### src/csv_pkg.sv
// Purpose: constants and types for the comparator status and reference register bank
// Assumes: AXI4-Lite, 32-bit data, 16-bit registers in the low half of each word
// Notes:   offsets are byte addresses
//
// Contract
// - channel code picks pin B, C, D, bandgap
// - bandgap level comes from buffer level field
// - first event after nonzero polarity: any edge
// - idle-stop gates interrupts in idle only
// - status bits 10..8 mirror event flags
// - status bits 2..0 mirror comparator outputs
// - unimplemented bits read zero, ignore writes
// - comparators 2 and 3 only when present
// - five-bit level gives 32 reference levels
// - source select: external pins or analog rails
// - external: low plus code/32 of span
package csv_pkg;

    localparam int unsigned NUM_CMP = 3;

    localparam logic [7:0] OFF_CTRL1  = 8'h00;
    localparam logic [7:0] OFF_CTRL2  = 8'h04;
    localparam logic [7:0] OFF_CTRL3  = 8'h08;
    localparam logic [7:0] OFF_STATUS = 8'h0C;
    localparam logic [7:0] OFF_REFCON = 8'h10;
    localparam logic [7:0] OFF_BUFCON = 8'h14;

    // comparator control fields
    localparam int unsigned CC_EVT_BIT   = 9;
    localparam int unsigned CC_OUT_BIT   = 8;
    localparam int unsigned CC_POL_LSB   = 6;
    localparam int unsigned CC_CH_LSB    = 0;
    localparam logic [15:0] CC_WMASK     = 16'h02C3;
    localparam logic [15:0] CC_RESET     = 16'h0000;

    // status fields
    localparam int unsigned ST_IDLE_BIT  = 15;
    localparam int unsigned ST_EVT_LSB   = 8;
    localparam int unsigned ST_OUT_LSB   = 0;
    localparam logic [15:0] ST_RESET     = 16'h0000;

    // reference and buffer control fields
    localparam int unsigned RC_EN_BIT    = 7;
    localparam int unsigned RC_OE_BIT    = 6;
    localparam int unsigned RC_SS_BIT    = 5;
    localparam logic [15:0] RC_WMASK     = 16'h00FF;
    localparam logic [15:0] RC_RESET     = 16'h0000;
    localparam logic [15:0] BC_WMASK     = 16'h0003;
    localparam logic [15:0] BC_RESET     = 16'h0000;

    localparam logic [1:0] AXI_OKAY   = 2'b00;
    localparam logic [1:0] AXI_SLVERR = 2'b10;

    typedef enum logic [1:0] {
        CSV_CH_PIN_B   = 2'b00,
        CSV_CH_PIN_C   = 2'b01,
        CSV_CH_PIN_D   = 2'b10,
        CSV_CH_BANDGAP = 2'b11
    } csv_chan_e;

    typedef enum logic [1:0] {
        CSV_POL_OFF  = 2'b00,
        CSV_POL_RISE = 2'b01,
        CSV_POL_FALL = 2'b10,
        CSV_POL_ANY  = 2'b11
    } csv_pol_e;

    typedef struct packed {
        logic        power_on;
        logic        pin_output;
        logic        source_ext;
        logic [4:0]  level_code;
    } csv_ref_s;

    typedef struct packed {
        csv_chan_e   channel;
        logic [1:0]  bandgap_level;
    } csv_mux_s;

endpackage : csv_pkg

### src/csv_cmp_event.sv
// Purpose: event flag logic of one comparator
// Assumes: result already synchronised
// Notes:   first event after arming takes any edge
`timescale 1ns/100ps
`default_nettype none
module csv_cmp_event (
    input  wire logic             clk_sys,
    input  wire logic             sys_rst,
    input  wire logic             present,
    input  wire logic             result,
    input  wire csv_pkg::csv_pol_e polarity,
    input  wire logic             evt_clear,
    output var  logic             out_reg,
    output var  logic             evt_reg
);
    import csv_pkg::*;

    logic armed_first_reg;
    logic rise;
    logic fall;
    logic hit;

    assign rise = result & ~out_reg;
    assign fall = ~result & out_reg;

    always_comb begin
        hit = 1'b0;
        if (armed_first_reg) begin
            hit = rise | fall;
        end else begin
            unique case (polarity)
                CSV_POL_OFF:  hit = 1'b0;
                CSV_POL_RISE: hit = rise;
                CSV_POL_FALL: hit = fall;
                CSV_POL_ANY:  hit = rise | fall;
            endcase
        end
    end

    always_ff @(posedge clk_sys or posedge sys_rst) begin
        if (sys_rst) begin
            out_reg <= 1'b0;
        end else begin
            out_reg <= present & result;
        end
    end

    // any-edge mode until the first event after polarity becomes nonzero
    always_ff @(posedge clk_sys or posedge sys_rst) begin
        if (sys_rst) begin
            armed_first_reg <= 1'b0;
        end else if (polarity == CSV_POL_OFF) begin
            armed_first_reg <= 1'b1;
        end else if (hit) begin
            armed_first_reg <= 1'b0;
        end
    end

    // set wins over clear
    always_ff @(posedge clk_sys or posedge sys_rst) begin
        if (sys_rst) begin
            evt_reg <= 1'b0;
        end else if (!present) begin
            evt_reg <= 1'b0;
        end else if (hit && polarity != CSV_POL_OFF) begin
            evt_reg <= 1'b1;
        end else if (evt_clear) begin
            evt_reg <= 1'b0;
        end
    end
endmodule : csv_cmp_event
`default_nettype wire

### src/csv_regs.sv
// Purpose: control/status registers for three comparators and a 32-level reference
// Assumes: AXI4-Lite slave, one write and one read at a time
// Notes:   analog mux and ladder are driven by the select outputs
`timescale 1ns/100ps
`default_nettype none
module csv_regs (
    input  wire logic                 clk_sys,
    input  wire logic                 sys_rst,
    // axi4-lite
    input  wire logic [7:0]           s_axi_awaddr,
    input  wire logic                 s_axi_awvalid,
    output var  logic                 s_axi_awready,
    input  wire logic [31:0]          s_axi_wdata,
    input  wire logic [3:0]           s_axi_wstrb,
    input  wire logic                 s_axi_wvalid,
    output var  logic                 s_axi_wready,
    output var  logic [1:0]           s_axi_bresp,
    output var  logic                 s_axi_bvalid,
    input  wire logic                 s_axi_bready,
    input  wire logic [7:0]           s_axi_araddr,
    input  wire logic                 s_axi_arvalid,
    output var  logic                 s_axi_arready,
    output var  logic [31:0]          s_axi_rdata,
    output var  logic [1:0]           s_axi_rresp,
    output var  logic                 s_axi_rvalid,
    input  wire logic                 s_axi_rready,
    // comparator side
    input  wire logic [2:0]           cmp_present,
    input  wire logic [2:0]           comparator_result,
    input  wire logic                 cpu_idle,
    output var  logic [2:0]           cmp_irq,
    output var  csv_pkg::csv_mux_s [2:0] cmp_mux,
    output var  csv_pkg::csv_ref_s    ref_ctrl
);
    import csv_pkg::*;

    // ------
    // storage
    // ------
    logic [15:0] ctrl_reg [NUM_CMP];
    logic        idle_interrupt_stop_reg;
    logic [15:0] refcon_reg;
    logic [15:0] bufcon_reg;
    logic [2:0]  res_sync;
    logic [2:0]  out_bits;
    logic [2:0]  evt_bits;
    logic [2:0]  evt_prev_reg;
    logic [2:0]  evt_clear;

    // ------
    // write channel
    // ------
    logic        aw_held_reg;
    logic        w_held_reg;
    logic [7:0]  waddr_reg;
    logic [31:0] wdata_reg;
    logic [3:0]  wstrb_reg;
    logic        do_write;

    function automatic logic addr_known(input logic [7:0] a);
        addr_known = (a == OFF_CTRL1) || (a == OFF_CTRL2) || (a == OFF_CTRL3) ||
                     (a == OFF_STATUS) || (a == OFF_REFCON) || (a == OFF_BUFCON);
    endfunction : addr_known

    function automatic logic [15:0] merge(input logic [15:0] old, input logic [15:0] nw,
                                          input logic [1:0] strb, input logic [15:0] mask);
        logic [15:0] lanes;
        lanes = {{8{strb[1]}}, {8{strb[0]}}} & mask;
        merge = (old & ~lanes) | (nw & lanes);
    endfunction : merge

    function automatic logic [1:0] cmp_index(input logic [7:0] a);
        cmp_index = a[3:2];
    endfunction : cmp_index

    assign do_write = aw_held_reg && w_held_reg && !s_axi_bvalid;

    always_ff @(posedge clk_sys or posedge sys_rst) begin
        if (sys_rst) begin
            aw_held_reg   <= 1'b0;
            waddr_reg     <= 8'h00;
            s_axi_awready <= 1'b0;
        end else begin
            s_axi_awready <= !aw_held_reg && !s_axi_awready;
            if (s_axi_awvalid && s_axi_awready) begin
                aw_held_reg <= 1'b1;
                waddr_reg   <= s_axi_awaddr;
            end else if (do_write) begin
                aw_held_reg <= 1'b0;
            end
        end
    end

    always_ff @(posedge clk_sys or posedge sys_rst) begin
        if (sys_rst) begin
            w_held_reg   <= 1'b0;
            wdata_reg    <= 32'h0000_0000;
            wstrb_reg    <= 4'h0;
            s_axi_wready <= 1'b0;
        end else begin
            s_axi_wready <= !w_held_reg && !s_axi_wready;
            if (s_axi_wvalid && s_axi_wready) begin
                w_held_reg <= 1'b1;
                wdata_reg  <= s_axi_wdata;
                wstrb_reg  <= s_axi_wstrb;
            end else if (do_write) begin
                w_held_reg <= 1'b0;
            end
        end
    end

    always_ff @(posedge clk_sys or posedge sys_rst) begin
        if (sys_rst) begin
            s_axi_bvalid <= 1'b0;
            s_axi_bresp  <= AXI_OKAY;
        end else if (do_write) begin
            s_axi_bvalid <= 1'b1;
            s_axi_bresp  <= addr_known(waddr_reg) ? AXI_OKAY : AXI_SLVERR;
        end else if (s_axi_bvalid && s_axi_bready) begin
            s_axi_bvalid <= 1'b0;
        end
    end

    // ------
    // comparator control registers
    // ------
    genvar gi;
    generate
        for (gi = 0; gi < NUM_CMP; gi++) begin : g_cmp
            logic hit_wr;
            assign hit_wr = do_write && (waddr_reg == OFF_CTRL1 + 8'(4 * gi));

            csv_sync u_sync (
                .clk_sys (clk_sys),
                .sys_rst (sys_rst),
                .din     (comparator_result[gi]),
                .dout    (res_sync[gi])
            );

            csv_cmp_event u_evt (
                .clk_sys   (clk_sys),
                .sys_rst   (sys_rst),
                .present   (cmp_present[gi]),
                .result    (res_sync[gi]),
                .polarity  (csv_pol_e'(ctrl_reg[gi][CC_POL_LSB +: 2])),
                .evt_clear (evt_clear[gi]),
                .out_reg   (out_bits[gi]),
                .evt_reg   (evt_bits[gi])
            );

            // software may only clear the event flag
            assign evt_clear[gi] = hit_wr && wstrb_reg[1] && !wdata_reg[CC_EVT_BIT];

            always_ff @(posedge clk_sys or posedge sys_rst) begin
                if (sys_rst) begin
                    ctrl_reg[gi] <= CC_RESET;
                end else if (!cmp_present[gi]) begin
                    ctrl_reg[gi] <= CC_RESET;
                end else if (hit_wr) begin
                    ctrl_reg[gi] <= merge(ctrl_reg[gi], wdata_reg[15:0], wstrb_reg[1:0],
                                          CC_WMASK & ~(16'h0001 << CC_EVT_BIT));
                end
            end

            // rising event flag raises the interrupt unless idle-stop holds it
            always_ff @(posedge clk_sys or posedge sys_rst) begin
                if (sys_rst) begin
                    cmp_irq[gi] <= 1'b0;
                end else begin
                    cmp_irq[gi] <= evt_bits[gi] && !evt_prev_reg[gi]
                                   && !(cpu_idle && idle_interrupt_stop_reg);
                end
            end

            always_ff @(posedge clk_sys or posedge sys_rst) begin
                if (sys_rst) begin
                    cmp_mux[gi] <= '0;
                end else begin
                    cmp_mux[gi].channel       <= csv_chan_e'(ctrl_reg[gi][CC_CH_LSB +: 2]);
                    cmp_mux[gi].bandgap_level <= bufcon_reg[1:0] & {2{cmp_present[gi]}};
                end
            end
        end
    endgenerate

    always_ff @(posedge clk_sys or posedge sys_rst) begin
        if (sys_rst) begin
            evt_prev_reg <= 3'b000;
        end else begin
            evt_prev_reg <= evt_bits;
        end
    end

    // ------
    // status, reference and buffer registers
    // ------
    always_ff @(posedge clk_sys or posedge sys_rst) begin
        if (sys_rst) begin
            idle_interrupt_stop_reg <= 1'b0;
        end else if (do_write && waddr_reg == OFF_STATUS && wstrb_reg[1]) begin
            idle_interrupt_stop_reg <= wdata_reg[ST_IDLE_BIT];
        end
    end

    always_ff @(posedge clk_sys or posedge sys_rst) begin
        if (sys_rst) begin
            refcon_reg <= RC_RESET;
        end else if (do_write && waddr_reg == OFF_REFCON) begin
            refcon_reg <= merge(refcon_reg, wdata_reg[15:0], wstrb_reg[1:0], RC_WMASK);
        end
    end

    always_ff @(posedge clk_sys or posedge sys_rst) begin
        if (sys_rst) begin
            bufcon_reg <= BC_RESET;
        end else if (do_write && waddr_reg == OFF_BUFCON) begin
            bufcon_reg <= merge(bufcon_reg, wdata_reg[15:0], wstrb_reg[1:0], BC_WMASK);
        end
    end

    // level code drives the ladder tap; source picks external pins or rails
    always_ff @(posedge clk_sys or posedge sys_rst) begin
        if (sys_rst) begin
            ref_ctrl <= '0;
        end else begin
            ref_ctrl.power_on   <= refcon_reg[RC_EN_BIT];
            ref_ctrl.pin_output <= refcon_reg[RC_OE_BIT];
            ref_ctrl.source_ext <= refcon_reg[RC_SS_BIT];
            ref_ctrl.level_code <= refcon_reg[4:0];
        end
    end

    // ------
    // read channel
    // ------
    function automatic logic [15:0] read_word(input logic [7:0] a);
        logic [15:0] st;
        st = 16'h0000;
        st[ST_IDLE_BIT] = idle_interrupt_stop_reg;
        st[ST_EVT_LSB +: 3] = evt_bits & cmp_present;
        st[ST_OUT_LSB +: 3] = out_bits & cmp_present;
        read_word = 16'h0000;
        if (a == OFF_CTRL1 || a == OFF_CTRL2 || a == OFF_CTRL3) begin
            read_word = ctrl_reg[cmp_index(a)] & CC_WMASK;
            read_word[CC_EVT_BIT] = evt_bits[cmp_index(a)];
            read_word[CC_OUT_BIT] = out_bits[cmp_index(a)];
        end else if (a == OFF_STATUS) begin
            read_word = st;
        end else if (a == OFF_REFCON) begin
            read_word = refcon_reg & RC_WMASK;
        end else if (a == OFF_BUFCON) begin
            read_word = bufcon_reg & BC_WMASK;
        end
    endfunction : read_word

    always_ff @(posedge clk_sys or posedge sys_rst) begin
        if (sys_rst) begin
            s_axi_arready <= 1'b0;
            s_axi_rvalid  <= 1'b0;
            s_axi_rdata   <= 32'h0000_0000;
            s_axi_rresp   <= AXI_OKAY;
        end else begin
            s_axi_arready <= !s_axi_rvalid && !s_axi_arready && !s_axi_arvalid ? 1'b1 :
                             (!s_axi_rvalid && !s_axi_arready);
            if (s_axi_arvalid && s_axi_arready) begin
                s_axi_arready <= 1'b0;
                s_axi_rvalid  <= 1'b1;
                s_axi_rdata   <= {16'h0000, read_word(s_axi_araddr)};
                s_axi_rresp   <= addr_known(s_axi_araddr) ? AXI_OKAY : AXI_SLVERR;
            end else if (s_axi_rvalid && s_axi_rready) begin
                s_axi_rvalid  <= 1'b0;
            end
        end
    end
endmodule : csv_regs
`default_nettype wire

### src/csv_sync.sv
// Purpose: three-stage synchroniser with agreement filter
// Assumes: input asynchronous to clk_sys
// Notes:   output changes once stages two and three agree
`timescale 1ns/100ps
`default_nettype none
module csv_sync (
    input  wire logic clk_sys,
    input  wire logic sys_rst,
    input  wire logic din,
    output var  logic dout
);
    import csv_pkg::*;

    logic s1_reg;
    logic s2_reg;
    logic s3_reg;

    always_ff @(posedge clk_sys or posedge sys_rst) begin
        if (sys_rst) begin
            s1_reg <= 1'b0;
            s2_reg <= 1'b0;
            s3_reg <= 1'b0;
        end else begin
            s1_reg <= din;
            s2_reg <= s1_reg;
            s3_reg <= s2_reg;
        end
    end

    always_ff @(posedge clk_sys or posedge sys_rst) begin
        if (sys_rst) begin
            dout <= 1'b0;
        end else if (s2_reg == s3_reg) begin
            dout <= s3_reg;
        end
    end
endmodule : csv_sync
`default_nettype wire

### config.mk
export PLATFORM = sky130hd
export DESIGN_NAME = csv_regs
export DESIGN_NICKNAME = d
export VERILOG_FILES = /design/src/csv_pkg.sv /design/src/csv_cmp_event.sv /design/src/csv_regs.sv /design/src/csv_sync.sv
export SDC_FILE = /design/constraint.sdc
export NUM_CORES = 1
export LEC_CHECK = 0
export BUFFER_PORTS_ARGS = -buffer_cell sky130_fd_sc_hd__buf_2
export CORE_MARGIN = 8
export CORE_UTILIZATION = 30
export CTS_BUF_LIST = sky130_fd_sc_hd__clkbuf_4
export CTS_CLUSTER_DIAMETER = 60
export DETAILED_ROUTE_END_ITERATION = 10
export PLACE_DENSITY = 0.54
export SETUP_SLACK_MARGIN = 0.05
export SYNTH_ARGS = -nofsm -noshare
export SYNTH_HDL_FRONTEND = slang
export SYNTH_SLANG_ARGS = --single-unit
### constraint.sdc
create_clock -name clk_sys -period 4.5 [get_ports clk_sys]
set_input_delay 0.45 -clock clk_sys [delete_from_list [all_inputs] [get_ports clk_sys]]
set_output_delay 0.45 -clock clk_sys [all_outputs]
set_load 0.005 [all_outputs]
==> flow_summary.json <==
{
  "outcome": "complete, no violations",
  "yosys_warnings": 0,
  "gp_congestion": 0.750,
  "wl_per_cell_um": 16.6,
  "antenna_found_initial": 1,
  "synth-adder-area-share_pct": 2.28,
  "dpl-instance-area_um2": 5130,
  "synthDistinctLibCells": 46,
  "dpl.hpwl_um": 7940,
  "power.density_nw_per_um2": 434,
  "fillCellCount": 1525,
  "first_global_vias": 3225,
  "die_w_um": 140,
  "utilization_pct": 35.3,
  "setup_viol": 0,
  "synth_compound_area_share_pct": 8.27,
  "drt_iter0_markers": 178,
  "fin_area_um2": 5320,
  "drv_cap": 0,
  "critPathTopFamily": "simple AND/OR/NAND/NOR gates",
  "startpoint_type": "flip-flop",
  "synthMuxAreaShare_pct": 11.6,
  "cts.clk_slew.worst_paths_ns": 0.17,
  "syn-instance-count": 372,
  "wl_um": 10800,
  "yosys.area_share.simple_pct": 11.4,
  "coreArea_um2": 15100,
  "clockRootBuffer": "clkbuf_4",
  "maxSlewViolCount": 0,
  "finalSetupTns_ns": 0,
  "cts_setup_buffers": 0,
  "cpPeakStageDelay_ns": 0.69,
  "start_util_pct": 30.5,
  "syn_area_um2": 4600,
  "ctsResizeCount": 0,
  "grt_max_degree": 77,
  "clock_latency_ns": 0.47,
  "ir_worst_vdd_mv": 0.211,
  "gr-total-overflow": 0,
  "synth_seq_area_share_pct": 60.4,
  "grt_use_total_pct": 11.5,
  "crit_type": "flip-flop to flip-flop",
  "drive_gt1_share_pct": 29.9,
  "clock_tree.buffer_depth": 2,
  "diodes": 0,
  "die_h_um": 140,
  "rows": 45,
  "io_buffers": 83,
  "finalPower_mw": 2.31,
  "synth-async-reset-ratio_pct": 100,
  "dieArea_um2": 19600,
  "synthToLayoutAreaGrowth_pct": 15.6,
  "routed_via_density": 4.61,
  "ys_ff_latch": 111,
  "synth_edf_count": 0,
  "min_path_type": "primary input to flip-flop",
  "rsz0062_at_grt": "false",
  "firstDrtPassIters": 4,
  "vias": 2992,
  "tightest_slew_ns": 0.918,
  "slowest_stage": "or3_1",
  "grt_first_pass_wirelength_um": 17600,
  "crit_buf_inv": 0,
  "synth_xor_area_share_pct": 0,
  "cts_tree": "done",
  "worstPathArrival_ns": 2.59,
  "cts_sinks": 111,
  "fin_skew_ns": 0.00998,
  "cts_buffers": 9,
  "final_nets": 528,
  "cts_hold_buf": 0,
  "period_share_pct": 49.3,
  "max_freq_mhz": 451,
  "h-tree-depth": 3,
  "drcViolationCount": 0,
  "hold_viol_final": 0,
  "crit_chain": "nor4_4, nand3_2, or3_1, mux2_4",
  "synthFlopType": "dfrtp_1",
  "synth_top_family_by_area": "multiplexers",
  "cp.required_ns": 4.88,
  "avgSynthCellArea_um2": 12.4,
  "min_period_ns": 2.22,
  "critPathCaptureType": "flip-flop",
  "leakage_nw": 2.61,
  "relSlewSlack_pct": 38.8,
  "drtAntennaViolNets": 0,
  "crit_fanout": 8,
  "ios": 130
}
==> path summary, 6_finish.rpt <==
kind	from	to	slack, ns	depth (start not counted)
worst max register to register	waddr_reg[1]	flip-flop	2.28	4
min in group asynchronous	sys_rst	s_axi_awready	0.16	2
max in group asynchronous	sys_rst	ref_ctrl[6]	3.30	3
worst max-delay path	waddr_reg[1]	flip-flop	2.28	4
worst min register to register	g_cmp[0].u_sync.s1_reg	g_cmp[0].u_sync.s2_reg	0.37	0
worst min-delay path	comparator_result[1]	g_cmp[1].u_sync.s1_reg	0.07	1
==> cell families after synthesis <==
kind of cell	Yosys count
AND/OR/NAND/NOR	97
flip-flops	111
buffers and inverters	50
multiplexers	45
AO/OA/AOI/OAI	59
adder cells (fa/ha/maj)	9
other	1
==> power by group <==
| group | internal [mW] | switching, mW |
|---|---|---|
| Sequential | 1.15 | 0.150 |
| Clock | 0.282 | 0.334 |
| Combinational | 0.195 | 0.195 |
| Total | 1.63 | 0.679 |
==> through the flow <==
stage / setup WS [ns] / hold WS (ns) / instances
2_1_floorplan: 1.12 / 0.331 / 393
3_3_place_gp: 2.32 / 0.336 / 633
3_5_place_dp: 2.30 / 0.337 / 633
4_1_cts: 2.27 / 0.0198 / 649
5_1_grt: 2.22 / 0.00555 / 649
6_report: 2.28 / 0.0658 / 649
==> cells in the mapped netlist (all sizes together), types with 2 or more instances <==
cell type / instances / share of area [%]
a21o: 4 / 0.65
a21oi: 9 / 0.98
a22o: 5 / 0.95
a22oi: 3 / 0.49
and2: 10 / 1.4
buf: 25 / 4.0
clkbuf: 7 / 0.57
dfrtp: 111 / 60
ha: 6 / 1.6
inv: 18 / 1.5
maj3: 3 / 0.65
mux2: 31 / 8.2
mux2i: 13 / 2.8
nand2: 39 / 3.2
nand2b: 2 / 0.27
nand3: 10 / 1.2
nand3b: 5 / 0.82
nor2: 12 / 0.98
nor3: 3 / 0.33
nor3b: 4 / 0.65
nor4: 3 / 1.2
o211ai: 2 / 0.33
o21a: 3 / 0.49
o21ai: 22 / 2.4
o31ai: 4 / 0.65
or3: 2 / 0.27
or4: 2 / 0.33
==> metal layers <==
metal | vias to the layer above | routed length (µm) | GRT usage, %
li1 | 1412 | - | -
met1 | 1463 | 4960 | 14.5
met2 | 103 | 4880 | 17.8
met3 | 12 | 785 | 4.65
met4 | 2 | 131 | 3.26
met5 | - | 10 | 0
==> placed cells by master (no fill, tap or decap), types with 3 or more instances in the layout <==
cell        count
a21o_1          4
a21oi_1         9
a22o_1          5
a22oi_1         3
and2_1         10
buf_2          83
bufinv_16       3
clkbuf_4        9
clkinvlp_4      3
conb_1         22
dfrtp_1       111
ha_1            6
inv_1          17
maj3_1          3
mux2_2         23
mux2_4          8
mux2i_1        13
nand2_1        39
nand3_1         9
nand3b_1        5
nor2_1         12
nor3_1          3
nor3b_1         4
o21a_1          3
o21ai_0        22
o31ai_1         4
==> final cells by class <==
type                    instances  area, µm²  area share (%)
repair buffers                 84        423            7.95
inverters                      18       70.1            1.32
flip-flops and latches        111       2780            52.2
multi-input cells             232       1630            30.6
clock inverters                 7        121            2.28
clock buffers                   9       67.6            1.27
well taps                     188        235            4.42
(Power assumes the default switching activity.)
